## src/rtl/tpmau_map.vh

```
`ifndef TPMAU_MAP_VH
`define TPMAU_MAP_VH

// ==========================================================
// clock and time base
`define TPMAU_CLK_KHZ 40000
`define TPMAU_CLK_PS 25000
`define TPMAU_BIT_NS 100

// ==========================================================
// link pulse, reset and sequence timing
`define TPMAU_LP_MIN_NS 60
`define TPMAU_LP_MAX_NS 200
`define TPMAU_LP_RUN 5
`define TPMAU_LP_TX_BITS 1
`define TPMAU_LINK_TX_MS 16
`define TPMAU_LINK_LOSS_MS 100
`define TPMAU_JAB_MS 50
`define TPMAU_UNJAB_MS 500
`define TPMAU_PD_MIN_NS 2000
`define TPMAU_RST_HOLD_NS 10000
`define TPMAU_HB_DELAY_BITS 8
`define TPMAU_HB_LEN_BITS 8
`define TPMAU_COLL_TAIL_BITS 2
`define TPMAU_STRAP_WAIT 3

// ==========================================================
// register map
`define TPMAU_ADDR_CTRL 8'h00
`define TPMAU_ADDR_STATUS 8'h04
`define TPMAU_CTRL_PD_BIT 0
`define TPMAU_ST_LINK_OK 0
`define TPMAU_ST_RX_INVERT 1
`define TPMAU_ST_POL_LOCKED 2
`define TPMAU_ST_JABBER 3
`define TPMAU_ST_COLLISION 4
`define TPMAU_ST_XMT 5
`define TPMAU_ST_RCV 6
`define TPMAU_ST_TEST 7
`define TPMAU_ST_LINK_CHK_OFF 8
`define TPMAU_ST_POL_CORR_OFF 9
`define TPMAU_RESP_OKAY 2'h0
`define TPMAU_RESP_SLVERR 2'h2
`define TPMAU_CTRL_RESET 32'h0000_0000

`endif

```

## src/rtl/tpmau_ctrl.v

```verilog
// Our own choices: the address map and the AXI4-Lite slave port.
`timescale 1ns/1ps
`include "tpmau_map.vh"

module tpmau_ctrl #(
  parameter CNT_W = 25,
  parameter [CNT_W-1:0] JAB_CYC = `TPMAU_JAB_MS * `TPMAU_CLK_KHZ,
  parameter [CNT_W-1:0] UNJAB_CYC = `TPMAU_UNJAB_MS * `TPMAU_CLK_KHZ,
  parameter [CNT_W-1:0] LINK_TX_CYC = `TPMAU_LINK_TX_MS * `TPMAU_CLK_KHZ,
  parameter [CNT_W-1:0] LINK_LOSS_CYC = `TPMAU_LINK_LOSS_MS * `TPMAU_CLK_KHZ
) (
  // clock and reset
  input wire clk,
  input wire sys_rst,
  // register bus
  input wire [7:0] s_axi_awaddr,
  input wire s_axi_awvalid,
  output reg s_axi_awready,
  input wire [31:0] s_axi_wdata,
  input wire [3:0] s_axi_wstrb,
  input wire s_axi_wvalid,
  output reg s_axi_wready,
  output reg [1:0] s_axi_bresp,
  output reg s_axi_bvalid,
  input wire s_axi_bready,
  input wire [7:0] s_axi_araddr,
  input wire s_axi_arvalid,
  output reg s_axi_arready,
  output reg [31:0] s_axi_rdata,
  output reg [1:0] s_axi_rresp,
  output reg s_axi_rvalid,
  input wire s_axi_rready,
  // attachment unit side
  input wire auiDoActive,
  input wire auiDoData,
  output reg auiDiData,
  output reg auiDiDrive,
  output reg auiCiData,
  output reg auiCiDrive,
  // twisted pair receive side
  input wire tpRxCarrier,
  input wire tpRxData,
  input wire tpRxPosExcursion,
  input wire tpRxNegExcursion,
  input wire endDelimiterValid,
  input wire endDelimiterNeg,
  // twisted pair transmit side
  output reg tpTxData,
  output reg tpTxEnable,
  output reg tp_predistort_out,
  // pins
  input wire heartbeat_enable_n,
  input wire testMode,
  input wire powerdown_reset_n,
  input wire link_ok_status_in,
  output reg link_ok_status_out,
  output reg link_ok_status_oe,
  input wire polarity_ok_status_in,
  output reg polarity_ok_status_out,
  output reg polarity_ok_status_oe,
  output reg transmit_active_status,
  output reg receive_active_status
);

  // ==========================================================
  // derived cycle counts
  localparam BIT_CYC = (`TPMAU_BIT_NS * 1000) / `TPMAU_CLK_PS;
  localparam LP_MIN = (`TPMAU_LP_MIN_NS * 1000 + `TPMAU_CLK_PS - 1) / `TPMAU_CLK_PS;
  localparam LP_MAX = (`TPMAU_LP_MAX_NS * 1000) / `TPMAU_CLK_PS;
  localparam PD_MIN = (`TPMAU_PD_MIN_NS * 1000 + `TPMAU_CLK_PS - 1) / `TPMAU_CLK_PS;
  localparam RST_HOLD = (`TPMAU_RST_HOLD_NS * 1000 + `TPMAU_CLK_PS - 1) / `TPMAU_CLK_PS;
  localparam HB_DELAY = `TPMAU_HB_DELAY_BITS * BIT_CYC;
  localparam HB_END = (`TPMAU_HB_DELAY_BITS + `TPMAU_HB_LEN_BITS) * BIT_CYC;
  localparam TAIL_CYC = `TPMAU_COLL_TAIL_BITS * BIT_CYC;
  localparam LPTX_CYC = `TPMAU_LP_TX_BITS * BIT_CYC;

  // synchroniser lanes
  localparam S_DOACT = 0;
  localparam S_DODAT = 1;
  localparam S_RXCAR = 2;
  localparam S_RXDAT = 3;
  localparam S_POS = 4;
  localparam S_NEG = 5;
  localparam S_ETDV = 6;
  localparam S_ETDN = 7;
  localparam S_HBN = 8;
  localparam S_TEST = 9;
  localparam S_PDN = 10;
  localparam S_LNK = 11;
  localparam S_POL = 12;
  localparam NSYNC = 13;

  // ==========================================================
  // input synchronisers
  reg [NSYNC-1:0] syncA;
  reg [NSYNC-1:0] syncB;
  reg etdSeen;
  always @(posedge clk) begin
    syncA <= {polarity_ok_status_in, link_ok_status_in, powerdown_reset_n, testMode, heartbeat_enable_n,
              endDelimiterNeg, endDelimiterValid, tpRxNegExcursion, tpRxPosExcursion, tpRxData,
              tpRxCarrier, auiDoData, auiDoActive};
    syncB <= syncA;
    etdSeen <= syncB[S_ETDV];
  end

  wire doAct = syncB[S_DOACT];
  wire doDat = syncB[S_DODAT];
  wire rxCar = syncB[S_RXCAR];
  wire inTest = syncB[S_TEST];
  wire hbOn = ~syncB[S_HBN];
  wire etdEvent = syncB[S_ETDV] & ~etdSeen;

  // ==========================================================
  // power-down filter and reset stretch
  reg [11:0] pdCnt;
  reg pdActive;
  reg [31:0] ctrlReg;
  always @(posedge clk) begin
    if (sys_rst) begin
      pdCnt <= 12'h000;
      pdActive <= 1'b1;
    end else if (!syncB[S_PDN]) begin
      if (pdCnt >= PD_MIN[11:0] - 12'h001) begin
        pdActive <= 1'b1;
        pdCnt <= 12'h000;
      end else if (!pdActive) begin
        pdCnt <= pdCnt + 12'h001;
      end
    end else if (pdActive) begin
      if (pdCnt >= RST_HOLD[11:0]) begin
        pdActive <= 1'b0;
        pdCnt <= 12'h000;
      end else begin
        pdCnt <= pdCnt + 12'h001;
      end
    end else begin
      pdCnt <= 12'h000;
    end
  end
  wire coreRst = sys_rst | pdActive | ctrlReg[`TPMAU_CTRL_PD_BIT];

  // ==========================================================
  // bit tick, strap capture
  reg [1:0] clkDiv;
  reg [1:0] strapCnt;
  reg strapDone;
  reg linkChkOff;
  reg polCorrOff;
  wire osc = clkDiv[1];
  always @(posedge clk) begin
    if (coreRst) begin
      clkDiv <= 2'h0;
      strapCnt <= 2'h0;
      strapDone <= 1'b0;
      linkChkOff <= 1'b0;
      polCorrOff <= 1'b0;
    end else begin
      clkDiv <= clkDiv + 2'h1;
      if (!strapDone) begin
        strapCnt <= strapCnt + 2'h1;
        if (strapCnt == `TPMAU_STRAP_WAIT) begin
          strapDone <= 1'b1;
          linkChkOff <= ~syncB[S_LNK];
          polCorrOff <= ~syncB[S_POL];
        end
      end
    end
  end

  // ==========================================================
  // link pulse classifier
  reg [3:0] posW;
  reg [3:0] negW;
  reg [3:0] blank;
  reg lastPos;
  reg lastNeg;
  wire posEnd = lastPos & ~syncB[S_POS];
  wire negEnd = lastNeg & ~syncB[S_NEG];
  wire posOk = posEnd & (posW >= LP_MIN[3:0]) & (posW <= LP_MAX[3:0]);
  wire negOk = negEnd & (negW >= LP_MIN[3:0]) & (negW <= LP_MAX[3:0]);
  wire lpEvent = ~rxCar & (blank == 4'h0) & (posOk | negOk);
  wire lpNeg = negOk & ~posOk;
  always @(posedge clk) begin
    if (coreRst) begin
      posW <= 4'h0;
      negW <= 4'h0;
      blank <= 4'h0;
      lastPos <= 1'b0;
      lastNeg <= 1'b0;
    end else begin
      lastPos <= syncB[S_POS];
      lastNeg <= syncB[S_NEG];
      posW <= syncB[S_POS] ? ((posW == 4'hf) ? posW : posW + 4'h1) : 4'h0;
      negW <= syncB[S_NEG] ? ((negW == 4'hf) ? negW : negW + 4'h1) : 4'h0;
      // the trailing opposite excursion of a pulse is not a pulse of its own
      if (lpEvent)
        blank <= LP_MAX[3:0];
      else if (blank != 4'h0)
        blank <= blank - 4'h1;
    end
  end

  // ==========================================================
  // link integrity and receive polarity
  reg linkPass;
  reg [CNT_W-1:0] lossCnt;
  reg [2:0] runCnt;
  reg runNeg;
  reg rxInvert;
  reg polArmed;
  reg polFirst;
  wire linkOk = linkPass | linkChkOff;
  wire lpMatch = lpEvent & (polCorrOff | (lpNeg == rxInvert));
  always @(posedge clk) begin
    if (coreRst) begin
      linkPass <= 1'b0;
      lossCnt <= {CNT_W{1'b0}};
      runCnt <= 3'h0;
      runNeg <= 1'b0;
      rxInvert <= 1'b0;
      polArmed <= 1'b1;
      polFirst <= 1'b0;
    end else begin
      if (!linkPass) begin
        lossCnt <= {CNT_W{1'b0}};
        if (rxCar) begin
          linkPass <= 1'b1;
          runCnt <= 3'h0;
        end else if (lpEvent) begin
          if (runCnt != 3'h0 && lpNeg == runNeg) begin
            if (runCnt == `TPMAU_LP_RUN - 1) begin
              linkPass <= 1'b1;
              runCnt <= 3'h0;
              rxInvert <= lpNeg & ~polCorrOff;
            end else begin
              runCnt <= runCnt + 3'h1;
            end
          end else begin
            runCnt <= 3'h1;
            runNeg <= lpNeg;
          end
        end
      end else if (rxCar || lpMatch) begin
        lossCnt <= {CNT_W{1'b0}};
      end else if (lossCnt >= LINK_LOSS_CYC) begin
        linkPass <= 1'b0;
        polArmed <= 1'b1;
        polFirst <= 1'b0;
        lossCnt <= {CNT_W{1'b0}};
      end else begin
        lossCnt <= lossCnt + {{(CNT_W-1){1'b0}}, 1'b1};
      end
      // only valid delimiters reach here; invalid packets leave polarity alone
      if (etdEvent && polArmed && !polCorrOff && linkOk) begin
        if (!polFirst) begin
          rxInvert <= syncB[S_ETDN];
          polFirst <= 1'b1;
        end else if (syncB[S_ETDN] == rxInvert) begin
          polArmed <= 1'b0;
        end else begin
          rxInvert <= syncB[S_ETDN];
        end
      end
    end
  end
  wire rxCorr = syncB[S_RXDAT] ^ (rxInvert & ~polCorrOff);

  // ==========================================================
  // jabber, collision tail, heartbeat, link pulse timer
  reg jabber;
  reg [CNT_W-1:0] jabCnt;
  reg [3:0] tailCnt;
  reg collPrev;
  reg [6:0] hbCnt;
  reg hbRun;
  reg doPrev;
  reg [CNT_W-1:0] lpTxCnt;
  reg [2:0] lpTxLeft;
  wire collision = ~inTest & linkOk & doAct & rxCar;
  wire hbBurst = hbRun & (hbCnt >= HB_DELAY[6:0]);
  // a jabbered transmitter stays silent, link pulses included
  wire txBusy = (tpTxEnable & (lpTxLeft == 3'h0)) | jabber;
  always @(posedge clk) begin
    if (coreRst) begin
      jabber <= 1'b0;
      jabCnt <= {CNT_W{1'b0}};
      tailCnt <= 4'h0;
      collPrev <= 1'b0;
      hbCnt <= 7'h00;
      hbRun <= 1'b0;
      doPrev <= 1'b0;
      lpTxCnt <= {CNT_W{1'b0}};
      lpTxLeft <= 3'h0;
    end else begin
      doPrev <= doAct;
      collPrev <= collision;
      if (inTest) begin
        jabber <= 1'b0;
        jabCnt <= {CNT_W{1'b0}};
      end else if (!jabber) begin
        jabCnt <= doAct ? jabCnt + {{(CNT_W-1){1'b0}}, 1'b1} : {CNT_W{1'b0}};
        if (doAct && jabCnt >= JAB_CYC) begin
          jabber <= 1'b1;
          jabCnt <= {CNT_W{1'b0}};
        end
      end else if (doAct) begin
        jabCnt <= {CNT_W{1'b0}};
      end else if (jabCnt >= UNJAB_CYC) begin
        jabber <= 1'b0;
      end else begin
        jabCnt <= jabCnt + {{(CNT_W-1){1'b0}}, 1'b1};
      end
      if (collPrev && !collision)
        tailCnt <= TAIL_CYC[3:0] - 4'h1;
      else if (tailCnt != 4'h0)
        tailCnt <= tailCnt - 4'h1;
      if (doAct || inTest || !hbOn) begin
        hbRun <= 1'b0;
        hbCnt <= 7'h00;
      end else if (doPrev) begin
        hbRun <= 1'b1;
        hbCnt <= 7'h00;
      end else if (hbRun) begin
        if (hbCnt == HB_END[6:0] - 7'h01)
          hbRun <= 1'b0;
        hbCnt <= hbCnt + 7'h01;
      end
      if (txBusy) begin
        lpTxCnt <= {CNT_W{1'b0}};
        lpTxLeft <= 3'h0;
      end else if (lpTxLeft != 3'h0) begin
        lpTxLeft <= lpTxLeft - 3'h1;
      end else if (lpTxCnt >= LINK_TX_CYC) begin
        lpTxCnt <= {CNT_W{1'b0}};
        lpTxLeft <= LPTX_CYC[2:0];
      end else begin
        lpTxCnt <= lpTxCnt + {{(CNT_W-1){1'b0}}, 1'b1};
      end
    end
  end

  // ==========================================================
  // data paths and status
  reg next_txEn;
  reg next_txData;
  reg next_diDrive;
  reg next_diData;
  reg next_ciDrive;
  reg next_ciData;
  reg next_xmt;
  reg next_rcv;
  reg [1:0] steady;
  always @* begin
    next_txEn = 1'b0;
    next_txData = 1'b0;
    next_diDrive = 1'b0;
    next_diData = 1'b1;
    next_xmt = 1'b0;
    next_rcv = 1'b0;
    if (inTest && !syncB[S_HBN]) begin
      next_txEn = doAct;
      next_txData = doDat;
      next_diDrive = rxCar;
      next_diData = rxCar ? rxCorr : 1'b1;
      next_xmt = doAct;
      next_rcv = rxCar;
    end else if (inTest) begin
      next_txEn = rxCar;
      next_txData = rxCorr;
      next_diDrive = doAct;
      next_diData = doAct ? doDat : 1'b1;
      next_xmt = rxCar;
      next_rcv = doAct;
    end else begin
      next_txEn = doAct & linkOk & ~jabber;
      next_txData = doDat;
      next_diDrive = rxCar & linkOk;
      next_diData = next_diDrive ? rxCorr : 1'b1;
      next_xmt = next_txEn | (collision & ~jabber);
      next_rcv = next_diDrive | collision;
    end
    if (!next_txEn && lpTxLeft != 3'h0) begin
      next_txEn = 1'b1;
      next_txData = 1'b1;
    end
    if (inTest) begin
      next_ciDrive = 1'b0;
      next_ciData = 1'b1;
    end else if (collision || jabber) begin
      next_ciDrive = 1'b1;
      next_ciData = osc;
    end else if (collPrev || tailCnt != 4'h0) begin
      next_ciDrive = 1'b1;
      next_ciData = 1'b1;
    end else if (hbBurst) begin
      next_ciDrive = 1'b1;
      next_ciData = osc;
    end else begin
      next_ciDrive = 1'b0;
      next_ciData = 1'b1;
    end
  end

  always @(posedge clk) begin
    if (coreRst) begin
      tpTxEnable <= 1'b0;
      tpTxData <= 1'b0;
      tp_predistort_out <= 1'b0;
      steady <= 2'h0;
      auiDiDrive <= 1'b0;
      auiDiData <= 1'b1;
      auiCiDrive <= 1'b0;
      auiCiData <= 1'b1;
      transmit_active_status <= 1'b0;
      receive_active_status <= 1'b0;
      link_ok_status_out <= 1'b0;
      link_ok_status_oe <= 1'b0;
      polarity_ok_status_out <= 1'b0;
      polarity_ok_status_oe <= 1'b0;
    end else begin
      tpTxEnable <= next_txEn;
      tpTxData <= next_txData;
      // weakened drive once a level has outlasted half a bit
      steady <= (next_txData != tpTxData) ? 2'h0 : ((steady == 2'h3) ? steady : steady + 2'h1);
      tp_predistort_out <= next_txEn & (next_txData == tpTxData) & (steady != 2'h0);
      auiDiDrive <= next_diDrive;
      auiDiData <= next_diData;
      auiCiDrive <= next_ciDrive;
      auiCiData <= next_ciData;
      transmit_active_status <= next_xmt;
      receive_active_status <= next_rcv;
      link_ok_status_out <= 1'b0;
      link_ok_status_oe <= strapDone & linkPass & ~linkChkOff;
      polarity_ok_status_out <= 1'b0;
      polarity_ok_status_oe <= strapDone & ~polCorrOff & ~rxInvert;
    end
  end

  // ==========================================================
  // register bus slave
  reg awHeld;
  reg wHeld;
  reg [7:0] awAddr;
  reg [31:0] wData;
  reg [3:0] wStrb;
  wire [31:0] statusWord = {22'h00_0000, polCorrOff, linkChkOff, inTest, receive_active_status,
                            transmit_active_status, collision, jabber, ~polArmed, rxInvert, linkOk};
  integer i;
  always @(posedge clk) begin
    if (sys_rst) begin
      s_axi_awready <= 1'b1;
      s_axi_wready <= 1'b1;
      s_axi_bvalid <= 1'b0;
      s_axi_bresp <= `TPMAU_RESP_OKAY;
      s_axi_arready <= 1'b1;
      s_axi_rvalid <= 1'b0;
      s_axi_rresp <= `TPMAU_RESP_OKAY;
      s_axi_rdata <= 32'h0000_0000;
      awHeld <= 1'b0;
      wHeld <= 1'b0;
      awAddr <= 8'h00;
      wData <= 32'h0000_0000;
      wStrb <= 4'h0;
      ctrlReg <= `TPMAU_CTRL_RESET;
    end else begin
      if (s_axi_awvalid && s_axi_awready) begin
        s_axi_awready <= 1'b0;
        awHeld <= 1'b1;
        awAddr <= s_axi_awaddr;
      end
      if (s_axi_wvalid && s_axi_wready) begin
        s_axi_wready <= 1'b0;
        wHeld <= 1'b1;
        wData <= s_axi_wdata;
        wStrb <= s_axi_wstrb;
      end
      if (awHeld && wHeld && !s_axi_bvalid) begin
        awHeld <= 1'b0;
        wHeld <= 1'b0;
        s_axi_bvalid <= 1'b1;
        if (awAddr == `TPMAU_ADDR_CTRL) begin
          s_axi_bresp <= `TPMAU_RESP_OKAY;
          for (i = 0; i < 4; i = i + 1)
            if (wStrb[i])
              ctrlReg[i*8 +: 8] <= wData[i*8 +: 8];
        end else if (awAddr == `TPMAU_ADDR_STATUS) begin
          s_axi_bresp <= `TPMAU_RESP_OKAY;
        end else begin
          s_axi_bresp <= `TPMAU_RESP_SLVERR;
        end
      end
      if (s_axi_bvalid && s_axi_bready) begin
        s_axi_bvalid <= 1'b0;
        s_axi_awready <= 1'b1;
        s_axi_wready <= 1'b1;
      end
      if (s_axi_arvalid && s_axi_arready) begin
        s_axi_arready <= 1'b0;
        s_axi_rvalid <= 1'b1;
        if (s_axi_araddr == `TPMAU_ADDR_CTRL) begin
          s_axi_rdata <= {31'h0000_0000, ctrlReg[`TPMAU_CTRL_PD_BIT]};
          s_axi_rresp <= `TPMAU_RESP_OKAY;
        end else if (s_axi_araddr == `TPMAU_ADDR_STATUS) begin
          s_axi_rdata <= statusWord;
          s_axi_rresp <= `TPMAU_RESP_OKAY;
        end else begin
          s_axi_rdata <= 32'h0000_0000;
          s_axi_rresp <= `TPMAU_RESP_SLVERR;
        end
      end
      if (s_axi_rvalid && s_axi_rready) begin
        s_axi_rvalid <= 1'b0;
        s_axi_arready <= 1'b1;
      end
    end
  end

endmodule

```

## config.mk

```make
export PLATFORM = sky130hd
export DESIGN_NAME = tpmau_ctrl
export DESIGN_NICKNAME = d
export VERILOG_FILES = /design/src/rtl/tpmau_ctrl.v
export VERILOG_INCLUDE_DIRS = /design/src /design/src/rtl
export SDC_FILE = /design/constraint.sdc
export NUM_CORES = 1
export LEC_CHECK = 0
export ABC_AREA = 1
export BUFFER_PORTS_ARGS = -buffer_cell sky130_fd_sc_hd__buf_2
export CORE_ASPECT_RATIO = 0.75
export CORE_UTILIZATION = 39
export CTS_CLUSTER_DIAMETER = 120
export DETAILED_ROUTE_END_ITERATION = 10
export PLACE_DENSITY = 0.62
export SLEW_MARGIN = 20
export SYNTH_ARGS = -nofsm -noshare
export SYNTH_HDL_FRONTEND = slang
export SYNTH_SLANG_ARGS = --single-unit
```

## constraint.sdc

```tcl
create_clock -name clk -period 1.85 [get_ports clk]
set_input_delay 0.2775 -clock clk [delete_from_list [all_inputs] [get_ports clk]]
set_output_delay 0.2775 -clock clk [all_outputs]
set_load 0.01 [all_outputs]
```

==> impl_metrics.tcl <==
set metrics [dict create \
    status "complete, no violations" \
    synth-compound-area-share_pct 9.92 \
    fill_cells 2308 \
    cts_max_path_buffers 3 \
    hold_path_class "primary input to flop" \
    synth-edff-count 0 \
    cts_buffers 22 \
    num_vias 7719 \
    wirelength_um 18400 \
    synthSimpleGateAreaFrac_pct 30.6 \
    die_width_um 180 \
    final_cell_mix "232 x nand2_1, 200 x dfxtp_1, 166 x nor2_1" \
    fin_crit_sh_pct 92.9 \
    io_buffers 65 \
    ys_ff_latch 205 \
    fmaxAchievable_ghz 0.582 \
    preCtsSetupSlack_ps 99.9 \
    cts_tree "built" \
    path_class "flop to flop" \
    power_switching_uw 2030 \
    gp_congestion 0.808 \
    ctsHtreeMaxLevel 1 \
    cpPeakStageDelay_ps 330 \
    async_flop_share_pct 0 \
    drive_gt1_share_pct 15.7 \
    share_comb_of_total_power_pct 3.7 \
    dp_cells 1604 \
    netlist_area_sq_um 9300 \
    finalCriticalPeriod_ps 1720 \
    yosys.area.top_type "dfxtp_1" \
    core-area_sq_um 23200 \
    synth_ff_type "dfxtp_1" \
    end_kind "flop" \
    areaGrowthSynthToFinish_pct 18.1 \
    critical_path.cell_chain "ha_2, nand3_4, nor2_4, nand3b_4, nor2_4, nand2_2, nor2_4, nand2_1, xor2_1, nor2_2" \
    avgSynthCellArea_sq_um 7.53 \
    crit_buf_inv 0 \
    p_clk_share_pct 48.0 \
    maxCapViolations 0 \
    ys_warn_count 0 \
    swShare_pct 21.5 \
    drt_iter0_markers 390 \
    synthAdderAreaFrac_pct 3.10 \
    ys_seq_area_share_pct 44.2 \
    seqPwrFrac_pct 48.4 \
    finalSetupViolCount 0 \
    worstPathRequired_ps 2250 \
    path_clk_slew_ps 60 \
    die_area_sq_um 24500 \
    start_util_pct 40.1 \
    grt_max_degree 25 \
    grt_overflow 0 \
    power_density_nw_per_um2 859 \
    worst_slack_ps 131 \
    synth_top_family_by_area "simple AND/OR/NAND/NOR gates" \
    synth_xor_area_share_pct 2.26 \
    hold_violations 0 \
    leakage_uw 0.00448 \
    place_hpwl_um 13200 \
    vias_per_cell 4.65 \
    synthCells 1235 \
    drc_errors 0 \
    p_int_uw 7400 \
    worst-path-max-fanout 6 \
    grt_pass1_vias 6816 \
    nNetsFinal 1443 \
    drtAntennaViolNets 0 \
    critPathArrivalTime_ps 2120 \
    clkLatencyLatePin_ps 510 \
    drt_first_pass_iters 7 \
    final_common_cell "nand2_1" \
    root_buffer "clkbuf_16" \
    grt_pass1_wl_um 31100 \
    synth.distinct_cells 52 \
    clock_skew_ps 16.1 \
    report.final.slew_viol_count 0 \
    boundaryPins 126 \
    dieHeight_um 136 \
    vdd_drop_max_v 0.000565 \
    core.rowCount 48 \
    crit_family "simple AND/OR/NAND/NOR gates" \
    antenna_cells 0 \
    worstSetupStartpointType "flop" \
    slowest_stage "dfxtp_1" \
    grt_antenna_before_repair 0 \
    stdcell_count 1661 \
    synth_area_leaders "dfxtp_1 44%, nand2_1 9.4%, nor2_1 6.7%, inv_1 5.7%, a21oi_1 5.1%" \
    synth.mux.area_fraction_pct 0.108 \
    cts_sinks 205 \
    grt_usage_pct 15.0 \
    wl_per_cell_um 11.1 \
    synth_top_area_share_pct 44.2 \
    crit_top_cell "nor2_4" \
]
==> layout make-up <==
cell class / count / area, sq um / area share, %
Timing Repair Buffer: 105 / 676 / 6.16
Multi-Input combinational cell: 854 / 4460 / 40.6
Clock buffer: 27 / 609 / 5.55
Sequential cell: 205 / 4110 / 37.5
Inverter: 160 / 604 / 5.51
Tap cell: 300 / 375 / 3.42
Clock inverter: 10 / 140 / 1.28
==> metal layers <==
| layer | vias to the layer above | share of wire, % | GRT usage, % |
|---|---|---|---|
| li1 | 4152 | - | - |
| met4 | 0 | 2.0 | 3.75 |
| met1 | 3416 | 52 | 20.8 |
| met5 | - | 0 | 0 |
| met2 | 121 | 42 | 23.8 |
| met3 | 30 | 4.3 | 2.88 |
==> cells in the mapped netlist, drive strengths merged (2+ instances only) <==
cell type / n
a22oi: 2
o21a: 2
and3: 2
o21ai: 49
nand3: 85
nor3b: 7
nand2: 245
nand4: 22
nor2: 189
a21oi: 95
or2: 5
xnor2: 8
a211oi: 7
ha: 23
o211ai: 2
xor2: 16
dfxtp: 205
inv: 159
nand3b: 7
o31ai: 5
buf: 37
clkbuf: 10
nor3: 35
a31oi: 4
nor4: 6
==> repair_timing <==
action / 4_1_cts / 5_1_grt
endpoints found under the setup margin: 0 / 34
endpoints found under the hold margin: 15 / 0
buffers inserted: 0 / 5
hold buffers: 15 / 0
resized for setup: 0 / 19
==> worst reg2reg max path, stage by stage, from the launching register on <==
cell,delay [ps]
dfxtp_1,330
ha_2,210
nand3_4,100
nor2_4,160
nand3b_4,100
nor2_4,110
nand2_2,90
nor2_4,200
nand2_1,90
xor2_1,180
nor2_2,40
==> through the flow <==
stage	setup TNS [ps]	total power, uW	utilization (%)	instance area [sq um]	hold slack, ps
after floorplan	0	4890	-	9410	305
final	0	9420	47.3	11000	20.8
after global routing	-1.77	9780	47.3	11000	21.7
after CTS	0	9550	46.9	10900	10.8
after detailed placement	0	4970	43.0	9960	313
after global placement	0	4970	43.0	9960	311
==> power groups by stage <==
stage / combinational, uW / sequential [uW] / clock [uW]
floorplan: 238 / 4650 / 0
global placement: 317 / 4650 / 0
detailed placement: 322 / 4650 / 0
CTS: 347 / 4560 / 4650
global route: 396 / 4560 / 4830
finish: 347 / 4560 / 4520
==> registers in the layout, indices dropped and copies added, names as in the netlist, 3 cells and up <==
name	cells
posW	4
jabCnt	25
negW	4
pdCnt	12
tailCnt	4
lossCnt	25
awAddr	8
hbCnt	7
lpTxCnt	25
syncA	13
lpTxLeft	3
blank	4
syncB	13
runCnt	3
s_axi_rdata	10
==> logic make-up after synthesis <==
logic type                 count (synthesis)
DFF                                      205
other                                      1
AOI/OAI and AO/OA                        170
buffers and inverters                    207
xor gates and xnor gates                  24
muxes                                      1
and+or+nand+nor                          604
adders and majority gates                 23
==> path summary, 6_finish.rpt <==
path	startpoint	end	slack, ps	cells past startpoint
setup / recovery	lossCnt[0]$_SDFF_PP0_	lossCnt[16]$_SDFF_PP0_	130	10
hold / removal	s_axi_bready	s_axi_awready$_SDFFE_PP1P_	20	3
setup reg to reg	lossCnt[0]$_SDFF_PP0_	lossCnt[16]$_SDFF_PP0_	130	10
hold reg to reg	syncA[11]$_DFF_P_	syncB[11]$_DFF_P_	320	0
Note: power is estimated with default switching activity, not from simulation.
